[config.mk]
export PLATFORM = sky130hd
export DESIGN_NAME = irq_and_charger_status_regs
export DESIGN_NICKNAME = d
export VERILOG_FILES = /design/src/common/irq_status_pkg.sv /design/src/irq_and_charger_status_regs.sv
export SDC_FILE = /design/constraint.sdc
export NUM_CORES = 1
export LEC_CHECK = 0
export ABC_AREA = 1
export BUFFER_PORTS_ARGS = -buffer_cell sky130_fd_sc_hd__buf_2
export CORE_UTILIZATION = 43
export DETAILED_ROUTE_END_ITERATION = 7
export PLACE_DENSITY_LB_ADDON = 0.3
export SYNTH_ARGS = -nofsm -noshare
export SYNTH_HDL_FRONTEND = slang
export SYNTH_SLANG_ARGS = --single-unit
[constraint.sdc]
create_clock -name pclk -period 1.35 [get_ports pclk]
set_input_delay 0.135 -clock pclk [delete_from_list [all_inputs] [get_ports pclk]]
set_output_delay 0.135 -clock pclk [all_outputs]
set_load 0.02 [all_outputs]
[src/common/irq_status_pkg.sv]
package irq_status_pkg;

    // ------------------------------------------------------------------
    // Register map (byte addresses, one aligned word each)
    // ------------------------------------------------------------------
    localparam logic [7:0] irq_flag_mask_index = 8'h02;
    localparam logic [7:0] charger_status_index = 8'h03;
    localparam logic [7:0] source_level_index = 8'h08;
    localparam logic [7:0] addr_irq_flag_mask = 8'h08;
    localparam logic [7:0] addr_charger_status = 8'h0C;
    localparam logic [7:0] addr_source_level = 8'h20;

    // ------------------------------------------------------------------
    // Interrupt register fields and reset values
    // ------------------------------------------------------------------
    localparam int reserved_rw_bit = 7;
    localparam int button_mask_bit = 6;
    localparam int mains_mask_bit = 5;
    localparam int bus_power_mask_bit = 4;
    localparam int reserved_ro_bit = 3;
    localparam int button_flag_bit = 2;
    localparam int mains_flag_bit = 1;
    localparam int bus_power_flag_bit = 0;
    localparam logic reserved_rw_reset = 1'h1;
    localparam logic [2:0] mask_reset = 3'h0;
    localparam logic [2:0] flag_reset = 3'h0;
    localparam logic [7:0] charger_status_reset = 8'h00;

    // ------------------------------------------------------------------
    // Carriers
    // ------------------------------------------------------------------
    typedef struct packed {
        logic thermal_regulation_active;
        logic dynamic_path_loop_active;
        logic temperature_suspend;
        logic termination_detected;
        logic charging_active;
        logic charge_timer_expired;
        logic precharge_timer_expired;
        logic battery_temp_error;
    } charger_state_s;

    typedef struct packed {
        logic push_button_input;
        logic mains_present;
        logic bus_power_present;
    } source_level_s;

endpackage : irq_status_pkg

[src/irq_and_charger_status_regs.sv]
// Operation
// - Button change raises the interrupt only while mask bit 6 is clear.
// - Mains change raises the interrupt only while mask bit 5 is clear.
// - Bus power change raises the interrupt only while mask bit 4 is clear.
// - Bit 1 flag sets when mains power is applied or removed.
// - Bit 0 flag sets when bus power is applied or removed.
// - Bit 7 is writable and resets to one; bit 3 reads zero.
// - Flags only mark changes; present levels read from a separate register.
// - Status bit 7 shows thermal regulation reducing charge current.
// - Status bit 6 shows the dynamic power-path loop is active.
// - Status bit 5 shows charging suspended for battery temperature.
// - Status bit 4 shows termination current crossed and charging stopped.
// - Status bit 3 shows the charger is actively charging.
// - Status bit 2 shows some charge timer expired.
// - Status bit 1 shows the precharge timer expired.
// - Status bit 0 shows missing sensor or temperature out of range.
//
// The implementer's own choice: the APB slave port.
`timescale 1ns/1ps

module irq_and_charger_status_regs (
    input wire logic pclk, // APB clock, 200 MHz
    input wire logic presetn, // Asynchronous reset, active low
    input wire logic psel, // APB select
    input wire logic penable, // APB access phase
    input wire logic pwrite, // APB direction, high for write
    input wire logic [7:0] paddr, // APB byte address
    input wire logic [31:0] pwdata, // APB write data
    input wire logic [3:0] pstrb, // APB write byte strobes
    output logic [31:0] prdata, // APB read data
    output logic pready, // APB ready
    output logic pslverr, // APB error on unmapped address
    input wire irq_status_pkg::source_level_s sources, // Present source levels
    input wire irq_status_pkg::charger_state_s charger, // Charger conditions
    output logic irq // Level interrupt, active high
);

    // ------------------------------------------------------------------
    // Bus decode
    // ------------------------------------------------------------------
    logic setup;
    logic rd_strobe;
    logic wr_strobe;
    logic hit_irq;
    logic hit_chg;
    logic hit_lvl;
    logic mapped;
    logic read_clears;

    assign setup = psel && !penable;
    assign hit_irq = (paddr == irq_status_pkg::addr_irq_flag_mask);
    assign hit_chg = (paddr == irq_status_pkg::addr_charger_status);
    assign hit_lvl = (paddr == irq_status_pkg::addr_source_level);
    assign mapped = hit_irq || hit_chg || hit_lvl;
    // The slave answers in the first access cycle, so each transfer has
    // exactly one edge with psel, penable and pready all high.
    assign rd_strobe = psel && penable && pready && !pwrite;
    assign wr_strobe = psel && penable && pready && pwrite;
    assign read_clears = rd_strobe && hit_irq;

    // ------------------------------------------------------------------
    // Source sampling and change detection
    // ------------------------------------------------------------------
    irq_status_pkg::source_level_s level_q;
    logic [2:0] change;

    always_ff @(posedge pclk or negedge presetn) begin
        if (!presetn) begin
            level_q <= '0;
        end else begin
            level_q <= sources;
        end
    end

    // A source that is already high when reset lifts is a real change.
    assign change[irq_status_pkg::button_flag_bit] =
        sources.push_button_input ^ level_q.push_button_input;
    assign change[irq_status_pkg::mains_flag_bit] =
        sources.mains_present ^ level_q.mains_present;
    assign change[irq_status_pkg::bus_power_flag_bit] =
        sources.bus_power_present ^ level_q.bus_power_present;

    // ------------------------------------------------------------------
    // Change flags, masks and reserved bit
    // ------------------------------------------------------------------
    logic [2:0] flag;
    logic [2:0] mask;
    logic reserved_rw;
    logic [2:0] next_flag;
    logic [2:0] reported;

    // Holds the flags handed out at the read setup edge, so that a flag set
    // after that edge is not cleared before software has seen it.
    always_ff @(posedge pclk or negedge presetn) begin
        if (!presetn) begin
            reported <= irq_status_pkg::flag_reset;
        end else if (setup && !pwrite && hit_irq) begin
            reported <= flag;
        end
    end

    genvar gi;
    generate
        for (gi = 0; gi < 3; gi++) begin : g_flag
            // Set wins over the clearing read.
            assign next_flag[gi] = change[gi] ||
                (flag[gi] && !(read_clears && reported[gi]));
        end
    endgenerate

    always_ff @(posedge pclk or negedge presetn) begin
        if (!presetn) begin
            flag <= irq_status_pkg::flag_reset;
        end else begin
            flag <= next_flag;
        end
    end

    always_ff @(posedge pclk or negedge presetn) begin
        if (!presetn) begin
            mask <= irq_status_pkg::mask_reset;
            reserved_rw <= irq_status_pkg::reserved_rw_reset;
        end else if (wr_strobe && hit_irq && pstrb[0]) begin
            mask[2] <= pwdata[irq_status_pkg::button_mask_bit];
            mask[1] <= pwdata[irq_status_pkg::mains_mask_bit];
            mask[0] <= pwdata[irq_status_pkg::bus_power_mask_bit];
            reserved_rw <= pwdata[irq_status_pkg::reserved_rw_bit];
        end
    end

    // ------------------------------------------------------------------
    // Interrupt output
    // ------------------------------------------------------------------
    // Mask bit order matches flag order: button, mains, bus power.
    always_ff @(posedge pclk or negedge presetn) begin
        if (!presetn) begin
            irq <= 1'b0;
        end else begin
            irq <= |(next_flag & ~mask);
        end
    end

    // ------------------------------------------------------------------
    // Charger status, registered from the charger conditions
    // ------------------------------------------------------------------
    irq_status_pkg::charger_state_s chg_q;

    always_ff @(posedge pclk or negedge presetn) begin
        if (!presetn) begin
            chg_q <= irq_status_pkg::charger_status_reset;
        end else begin
            // Field order places bits 7 down to 0.
            chg_q <= charger;
        end
    end

    // ------------------------------------------------------------------
    // Read data and APB answer
    // ------------------------------------------------------------------
    logic [7:0] irq_word;

    always_comb begin
        irq_word = 8'h00;
        irq_word[irq_status_pkg::reserved_rw_bit] = reserved_rw;
        irq_word[irq_status_pkg::button_mask_bit] = mask[2];
        irq_word[irq_status_pkg::mains_mask_bit] = mask[1];
        irq_word[irq_status_pkg::bus_power_mask_bit] = mask[0];
        irq_word[irq_status_pkg::reserved_ro_bit] = 1'b0;
        irq_word[2:0] = flag;
    end

    always_ff @(posedge pclk or negedge presetn) begin
        if (!presetn) begin
            pready <= 1'b0;
            pslverr <= 1'b0;
            prdata <= 32'h0000_0000;
        end else if (setup) begin
            pready <= 1'b1;
            pslverr <= !mapped;
            if (!pwrite && hit_irq) begin
                prdata <= {24'h00_0000, irq_word};
            end else if (!pwrite && hit_chg) begin
                prdata <= {24'h00_0000, chg_q};
            end else if (!pwrite && hit_lvl) begin
                prdata <= {29'h0000_0000, level_q};
            end else begin
                prdata <= 32'h0000_0000;
            end
        end else begin
            pready <= 1'b0;
            pslverr <= 1'b0;
        end
    end

endmodule : irq_and_charger_status_regs

Word-level counts from Yosys, hierarchy flattened

Index checks and enable logic that the tools add are counted.

Equal/unequal tests: 3
Muxes and demuxes: 5
Bitwise gates (word level): 5
Reduce and logical (&&, ||, !) cells: 31

Operators with widths:

| operator           | count |
|---|---|
| $mux 32            | 1 |
| $logic_and 1x1->1  | 19 |
| $eq 8x4->1 const B | 2 |
| $eq 8x6->1 const B | 1 |
| $mux 8             | 1 |
| $logic_not 1->1    | 6 |
| $logic_or 1x1->1   | 5 |
| $and 3x3->3        | 1 |
| $mux 3             | 1 |
| $not 3->3          | 1 |
| $reduce_or 3->1    | 1 |
| $xor 1x1->1        | 3 |
| $mux 1             | 2 |

Register bits: 56
Input bits: 60
Output and inout port bits: 35
Logic and storage cells: 63

Logic depth before layout (Yosys ltp)

Gate-level depths: netlist of the first run.

Depth in word-level cells: 10
Mapped depth: 9
Mapped depth without buffers: 9

Least setup slack after synthesis of the first run

Ideal clock, no wire load.

Path type: reg2reg
Start point: register pready
End point: register reserved_rw
Data arrival time: 1.098 ns
Setup slack: 0.170 ns
Stages on the path, launching flop included: 5
Path buffers: 0
Period minus slack after synthesis: 1.180 ns
Path through: dfrtp_1 nand3_1 nor2_1 nand2_4 mux2_4

Cells in the longest elaborated chain, start to end: 4

RTL lines:

| what                           | line                               | RTL |
|---|---|---|
| from (decl)                    | irq_and_charger_status_regs.sv:31  | `output logic pready,` |
| from (signal assigned)         | irq_and_charger_status_regs.sv:174 | `pready <= 1'b0;` |
| from (signal assigned)         | irq_and_charger_status_regs.sv:178 | `pready <= 1'b1;` |
| from (signal assigned)         | irq_and_charger_status_regs.sv:190 | `pready <= 1'b0;` |
| $logic_and 1x1->1 (2 in a row) | irq_and_charger_status_regs.sv:58  | `assign wr_strobe = psel && penable && pready && pwrite;` |
| $logic_and 1x1->1 (2 in a row) | irq_and_charger_status_regs.sv:123 | `end else if (wr_strobe && hit_irq && pstrb[0]) begin` |
| to (signal assigned)           | irq_and_charger_status_regs.sv:122 | `reserved_rw <= irq_status_pkg::reserved_rw_reset;` |
| to (signal assigned)           | irq_and_charger_status_regs.sv:127 | `reserved_rw <= pwdata[irq_status_pkg::reserved_rw_bit];` |
| to (decl)                      | irq_and_charger_status_regs.sv:88  | `logic reserved_rw;` |

Every way passes these cells.
A chain may end at the register's enable or synchronous reset.

Worst setup path in the final report of the first run

Start point: input penable
End point: register prdata[6]

Cells in the longest elaborated chain, start to end: 2

RTL lines:

| what                 | line                               | RTL |
|---|---|---|
| from (decl)          | irq_and_charger_status_regs.sv:25  | `input wire logic penable,` |
| $logic_not 1->1      | irq_and_charger_status_regs.sv:50  | `assign setup = psel && !penable;` |
| $logic_and 1x1->1    | irq_and_charger_status_regs.sv:50  |  |
| net setup            | irq_and_charger_status_regs.sv:41  | `logic setup;` |
| to (signal assigned) | irq_and_charger_status_regs.sv:181 | `prdata <= {24'h00_0000, irq_word};` |
| to (signal assigned) | irq_and_charger_status_regs.sv:183 | `prdata <= {24'h00_0000, chg_q};` |
| to (signal assigned) | irq_and_charger_status_regs.sv:185 | `prdata <= {29'h0000_0000, level_q};` |
| to (decl)            | irq_and_charger_status_regs.sv:30  | `output logic [31:0] prdata,` |

The timed path passes the listed nets, and every way through them passes these cells.

==> results of run 1 <==
-- per-stage QoR --
stage               hold WS, ns  std cells  total power, mW
finish                   0.0367        275             1.73
global route             0.0118        275             1.83
CTS                     0.00145        274             1.75
detailed placement        0.173        254             1.21
floorplan                -0.161        190             1.17
global placement          0.173        254             1.21
-- final cells by class --
cell class	count	area (µm²)
Fill cell	323	1490
Inverter	16	60.1
Timing Repair Buffer	55	348
Sequential cell	32	802
Multi-Input combinational cell	118	606
Tap cell	46	57.6
Clock inverter	1	5.00
Clock buffer	7	45.0
-- metal layers --
metal  global-route usage (%)  vias to the layer above
met2                     28.8                       58
li1                         -                      599
met4                     6.98                        0
met5                        0                        -
met1                     19.8                      534
met3                     6.25                        5
-- path summary, 6_finish.rpt --
| check | startpoint | end | slack, ns | cells past startpoint |
|---|---|---|---|---|
| min in group asynchronous | presetn | prdata[4] | 0.34 | 3 |
| max in group asynchronous | presetn | reserved_rw | 0.69 | 3 |
| worst max register to register | pready | irq | 0.23 | 7 |
| worst max-delay path | penable | prdata[6] | 0.05 | 8 |
| worst min register to register | prdata[3] | prdata[3] | 0.49 | 2 |
| worst min-delay path | pwdata[7] | reserved_rw | 0.04 | 2 |
-- cells by family after synthesis --
group	count (synthesis)	share of synthesized area, %
compound gates	10	3.45
xor+xnor	3	1.68
buf+inv	40	15.4
flops	32	51.4
mux	1	0.961
other cells	1	0.240
simple gates	80	26.9
-- cell usage in the layout (no fill, tap or decap), drive strengths merged --
cell / synthesis / layout
nor3: 2 / 2
inv: 16 / 16
nand3: 18 / 18
a21oi: 4 / 4
nand3b: 1 / 1
dfrtp: 31 / 31
dlygate4sd3: 0 / 13
nand2: 45 / 45
nor2: 12 / 12
buf: 24 / 42
o21ai: 6 / 6
clkbuf: 0 / 7
clkinv: 0 / 1
conb: 1 / 24
xnor2: 3 / 3
nor4: 2 / 2
dfstp: 1 / 1
mux2: 1 / 1
-- state kept, by name (all words and copies together) (netlist names) --
signal and count:
flag 3, chg_q 8, pslverr 1, reported 3, reserved_rw 1, level_q 3, pready 1, prdata 8
irq 1, mask 3
-- report_power, final --
| group | total, mW | switching [mW] | internal, mW | leakage (nW) |
|---|---|---|---|---|
| Clock | 0.517 | 0.314 | 0.203 | 0.0293 |
| Combinational | 0.225 | 0.146 | 0.0792 | 0.660 |
| Sequential | 0.992 | 0.0104 | 0.981 | 0.384 |
-- worst max-delay path, delay by kind of cell --
| family | cells | cell delay [ns] |
|---|---|---|
| buffers and inverters | 4 | 0.97 |
| and+or+nand+nor | 4 | 0.46 |
-- what timing repair did --
| item | CTS | global route |
|---|---|---|
| hold buffers | 12 | 1 |
| buffers inserted | 0 | 0 |
| hold endpoints to repair | 42 | 1 |
==> out/results.tsv, run 1 <==
metric	value	unit
routed length per instance	10.4	µm
Max Cap Viol	0	
status	completed	
vias in the first global route	1161	
antenna viol nets, final	0	
Worst Setup End Kind	flop	
fin area	0.00192	mm²
Placeable Area	0.00342	mm²
GRT Residual Overflow	0	
Post-synth ARST share	100	%
initial antenna violation count	0	
1st-iter DRT viols	35	
Final Hold Vio Count	0	
mapped cell area	0.00156	mm²
CP max-delay cell	dlygate4sd3_1	
Hold WC Path Type	input pin to flop	
Ports	95	
GP Congestion	0.738	
nets@finish	288	
final setup TNS	0	ns
most area-consuming cells after synthesis	dfrtp_1, buf_4, nand2_1, nand3_1, inv_1	
critical path class	input pin to flop	
placed inst area	0.00174	mm²
metal1 wirelength	1230	µm
clk_lat worst skew	0.33	ns
critical path's largest stage delay	0.55	ns
critical path cell sequence	dlygate4sd3_1 > buf_2 > nor2_4 > buf_4 > nand3_4 > inv_2 > nand2_1 > nand3_1	
drt first pass iters	4	
clock root cell	clkbuf_4	
CP max FO	10	
P_leak	1.07	nW
total clock buffers created by CTS	5	
number of flops mapped to enable cells by yosys	0	
sequential share of the synthesized area	51.4	%
global-route wire length before repair	5040	µm
clock tree from TritonCTS	built	
CP Launch Type	input pin	
largest net degree at the start of global routing	33	
Diodes inserted	0	
layout cell share with drive strength beyond 1	30.1	%
Avg Cell Area, Syn	9.35	µm²
Tmin final	1.30	ns
wire length on met3	188	µm
PD cells	902	mW/mm²
Synth area leader	dfrtp_1	
Most used DFF post-synth	dfrtp_1	
highest ir drop seen on vdd	610	µV
H-tree levels	2	
post-DR vias/cell	4.35	
Final Max Tran Viols	0	
die outline height	62.3	µm
Tcrit/Tclk final	96.4	%
starting density of the core	45.7	%
post-route setup slack	0.0487	ns
Max Used Layer	met4	
YS warnings	0	
Num Clock Sinks	32	
die width	62.3	µm
WL met2	1400	µm
clock slew at reported path FFs	0.09	ns
Core Rows	21	
Final Util	56.3	%
final WL	2860	µm
Synth Instances	167	
synthesized flop and latch total	32	
most frequent cells after synthesis	nand2_1, dfrtp_1, buf_4	
FMAX	768	MHz
Yosys cell types	25	
count of final setup violators	0	
share of the synthesized area in the top cell type	49.7	%
I/O Buffers	39	
CTS max path bufs	2	
dpl ws	0.173	ns
Worst EP required	1.61	ns
Clock Skew	0.0143	ns
Die ar.	0.00388	mm²
drc violations	0	
area grow syn2layout	23.2	%
CP arrival	1.57	ns
post-DP HPWL	2090	µm
routed via count	1196	
most numerous cell in the Yosys netlist	nand2_1	
CTS resizes	0	
GRT Resource Usage Total	17.2	%
Power figures use the tool's default switching activity.
==> run 2, diff against run 1 <==
--- a/config.mk
+++ b/config.mk
@@ -9,6 +9,7 @@
 export BUFFER_PORTS_ARGS = -buffer_cell sky130_fd_sc_hd__buf_2
 export CORE_UTILIZATION = 43
 export DETAILED_ROUTE_END_ITERATION = 7
+export HOLD_SLACK_MARGIN = 0.15
 export PLACE_DENSITY_LB_ADDON = 0.3
 export SYNTH_ARGS = -nofsm -noshare
 export SYNTH_HDL_FRONTEND = slang
==> out/results.tsv, run 2 (same netlist as run 1, synthesis figures left out) <==
metric	value	unit
initial antenna violation count	0	
Worst EP required	1.61	ns
wire length on met3	187	µm
Design Power	1.75	mW
PD cells	885	mW/mm²
Final Hold Vio Count	0	
FMAX	764	MHz
CTS resizes	0	
Placeable Area	0.00342	mm²
Worst Setup End Kind	flop	
final setup TNS	0	ns
GRT Resource Usage Total	17.9	%
Comb power frac	13.6	%
Tcrit/Tclk final	97.0	%
clk_lat worst skew	0.33	ns
die width	62.3	µm
area grow syn2layout	26.4	%
most frequent cells in the layout	nand2_1, buf_2, dfrtp_1, conb_1, dlygate4sd3_1	
I/O Buffers	39	
Multi-input gate area	606	µm²
Die ar.	0.00388	mm²
Hold WC Path Type	input pin to flop	
drc violations	0	
final WL	2940	µm
WL met2	1440	µm
die outline height	62.3	µm
Tmin final	1.31	ns
highest ir drop seen on vdd	624	µV
post-route setup slack	0.0404	ns
RSZ-0062 raised after global routing	no	
critical path class	input pin to flop	
nets@finish	293	
largest net degree at the start of global routing	33	
CP Launch Type	input pin	
global-route wire length before repair	5230	µm
P_leak	1.10	nW
antenna viol nets, final	0	
status	completed	
Num Clock Sinks	32	
post-CTS setup buffers	0	
Final Max Tran Viols	0	
H-tree levels	2	
Register Area	802	µm²
clock slew at reported path FFs	0.10	ns
clock tree from TritonCTS	built	
CP arrival	1.57	ns
Post-Layout Cell Count	280	
Diodes inserted	0	
placed inst area	0.00174	mm²
critical path's largest stage delay	0.58	ns
layout cell share with drive strength beyond 1	29.5	%
CP max FO	6	
Placed Cells incl. Taps	254	
Final Util	57.8	%
drt first pass iters	4	
Ports	95	
1st-iter DRT viols	37	
CTS max path bufs	2	
CP dominant cell by count	dlygate4sd3_1	
GRT Residual Overflow	0	
R2R setup slack	0.24	ns
critical path cell sequence	dlygate4sd3_1 > buf_2 > nor2_4 > dlygate4sd3_1	
dpl ws	0.173	ns
Final Hold Slack	0.218	ns
Clock Skew	0.0140	ns
Psw	0.474	mW
CP max-delay cell	dlygate4sd3_1	
clock share of power	29.7	%
switching part of the total	27.1	%
total clock buffers created by CTS	5	
Fillers	322	
Max Cap Viol	0	
clock root cell	clkbuf_4	
Max Used Layer	met4	
routed via count	1205	
Seq pwr share	56.8	%
vias in the first global route	1193	
Int Pwr	1.27	mW
post-DR vias/cell	4.30	
fin area	0.00197	mm²
starting density of the core	45.7	%
Regs by FF count	chg_q: 8 flops, prdata: 8 flops	
post-DP HPWL	2090	µm
GP Congestion	0.738	
Core Rows	21	
routed length per instance	10.5	µm
count of final setup violators	0	
metal1 wirelength	1280	µm
commonest non-fill, non-tap cell in the layout	nand2_1	
## run 2: cell count changes in the layout (fill, tap and decap cells not counted)
| cell | delta |
|---|---|
| dlygate4sd3_1 | +5 |
## run 2: layout make-up
type | count | area share (%)
clock inverters | 1 | 0.254
well taps | 46 | 2.92
repair buffers | 60 | 20.2
inverters | 16 | 3.04
multi-input cells | 118 | 30.7
flip-flops and latches | 32 | 40.6
clock buffers | 7 | 2.28
## run 2: timing repair
item,in CTS,in global routing
hold buffers,18,0
endpoints found under the hold margin,54,0
setup endpoints to repair,0,3
## run 2: critical path: cells and delay by family
kind,cells,cell delay [ns]
simple gates,1,0.16
buf+inv,3,1.28
## run 2: worst paths after layout
check                          from           to  cells past startpoint
min reg2reg                chg_q[5]    prdata[5]                      2
max                         penable       pready                      4
min                            psel    prdata[5]                      5
max reg2reg                  pready          irq                      7
min in group asynchronous   presetn    prdata[4]                      3
max in group asynchronous   presetn  reserved_rw                      3
## run 2: power groups by stage
stage	clock [mW]	combinational, mW	sequential (mW)
global route	0.591	0.260	0.995
CTS	0.534	0.238	0.992
global placement	0	0.197	1.01
floorplan	0	0.160	1.01
detailed placement	0	0.199	1.01
finish	0.518	0.237	0.992
## run 2: per-layer routing
| layer | GRT usage [%] | vias to the layer above |
|---|---|---|
| met5 | 0 | - |
| met4 | 6.98 | 0 |
| met3 | 6.25 | 6 |
| met2 | 30.4 | 57 |
| met1 | 20.6 | 532 |
| li1 | - | 610 |
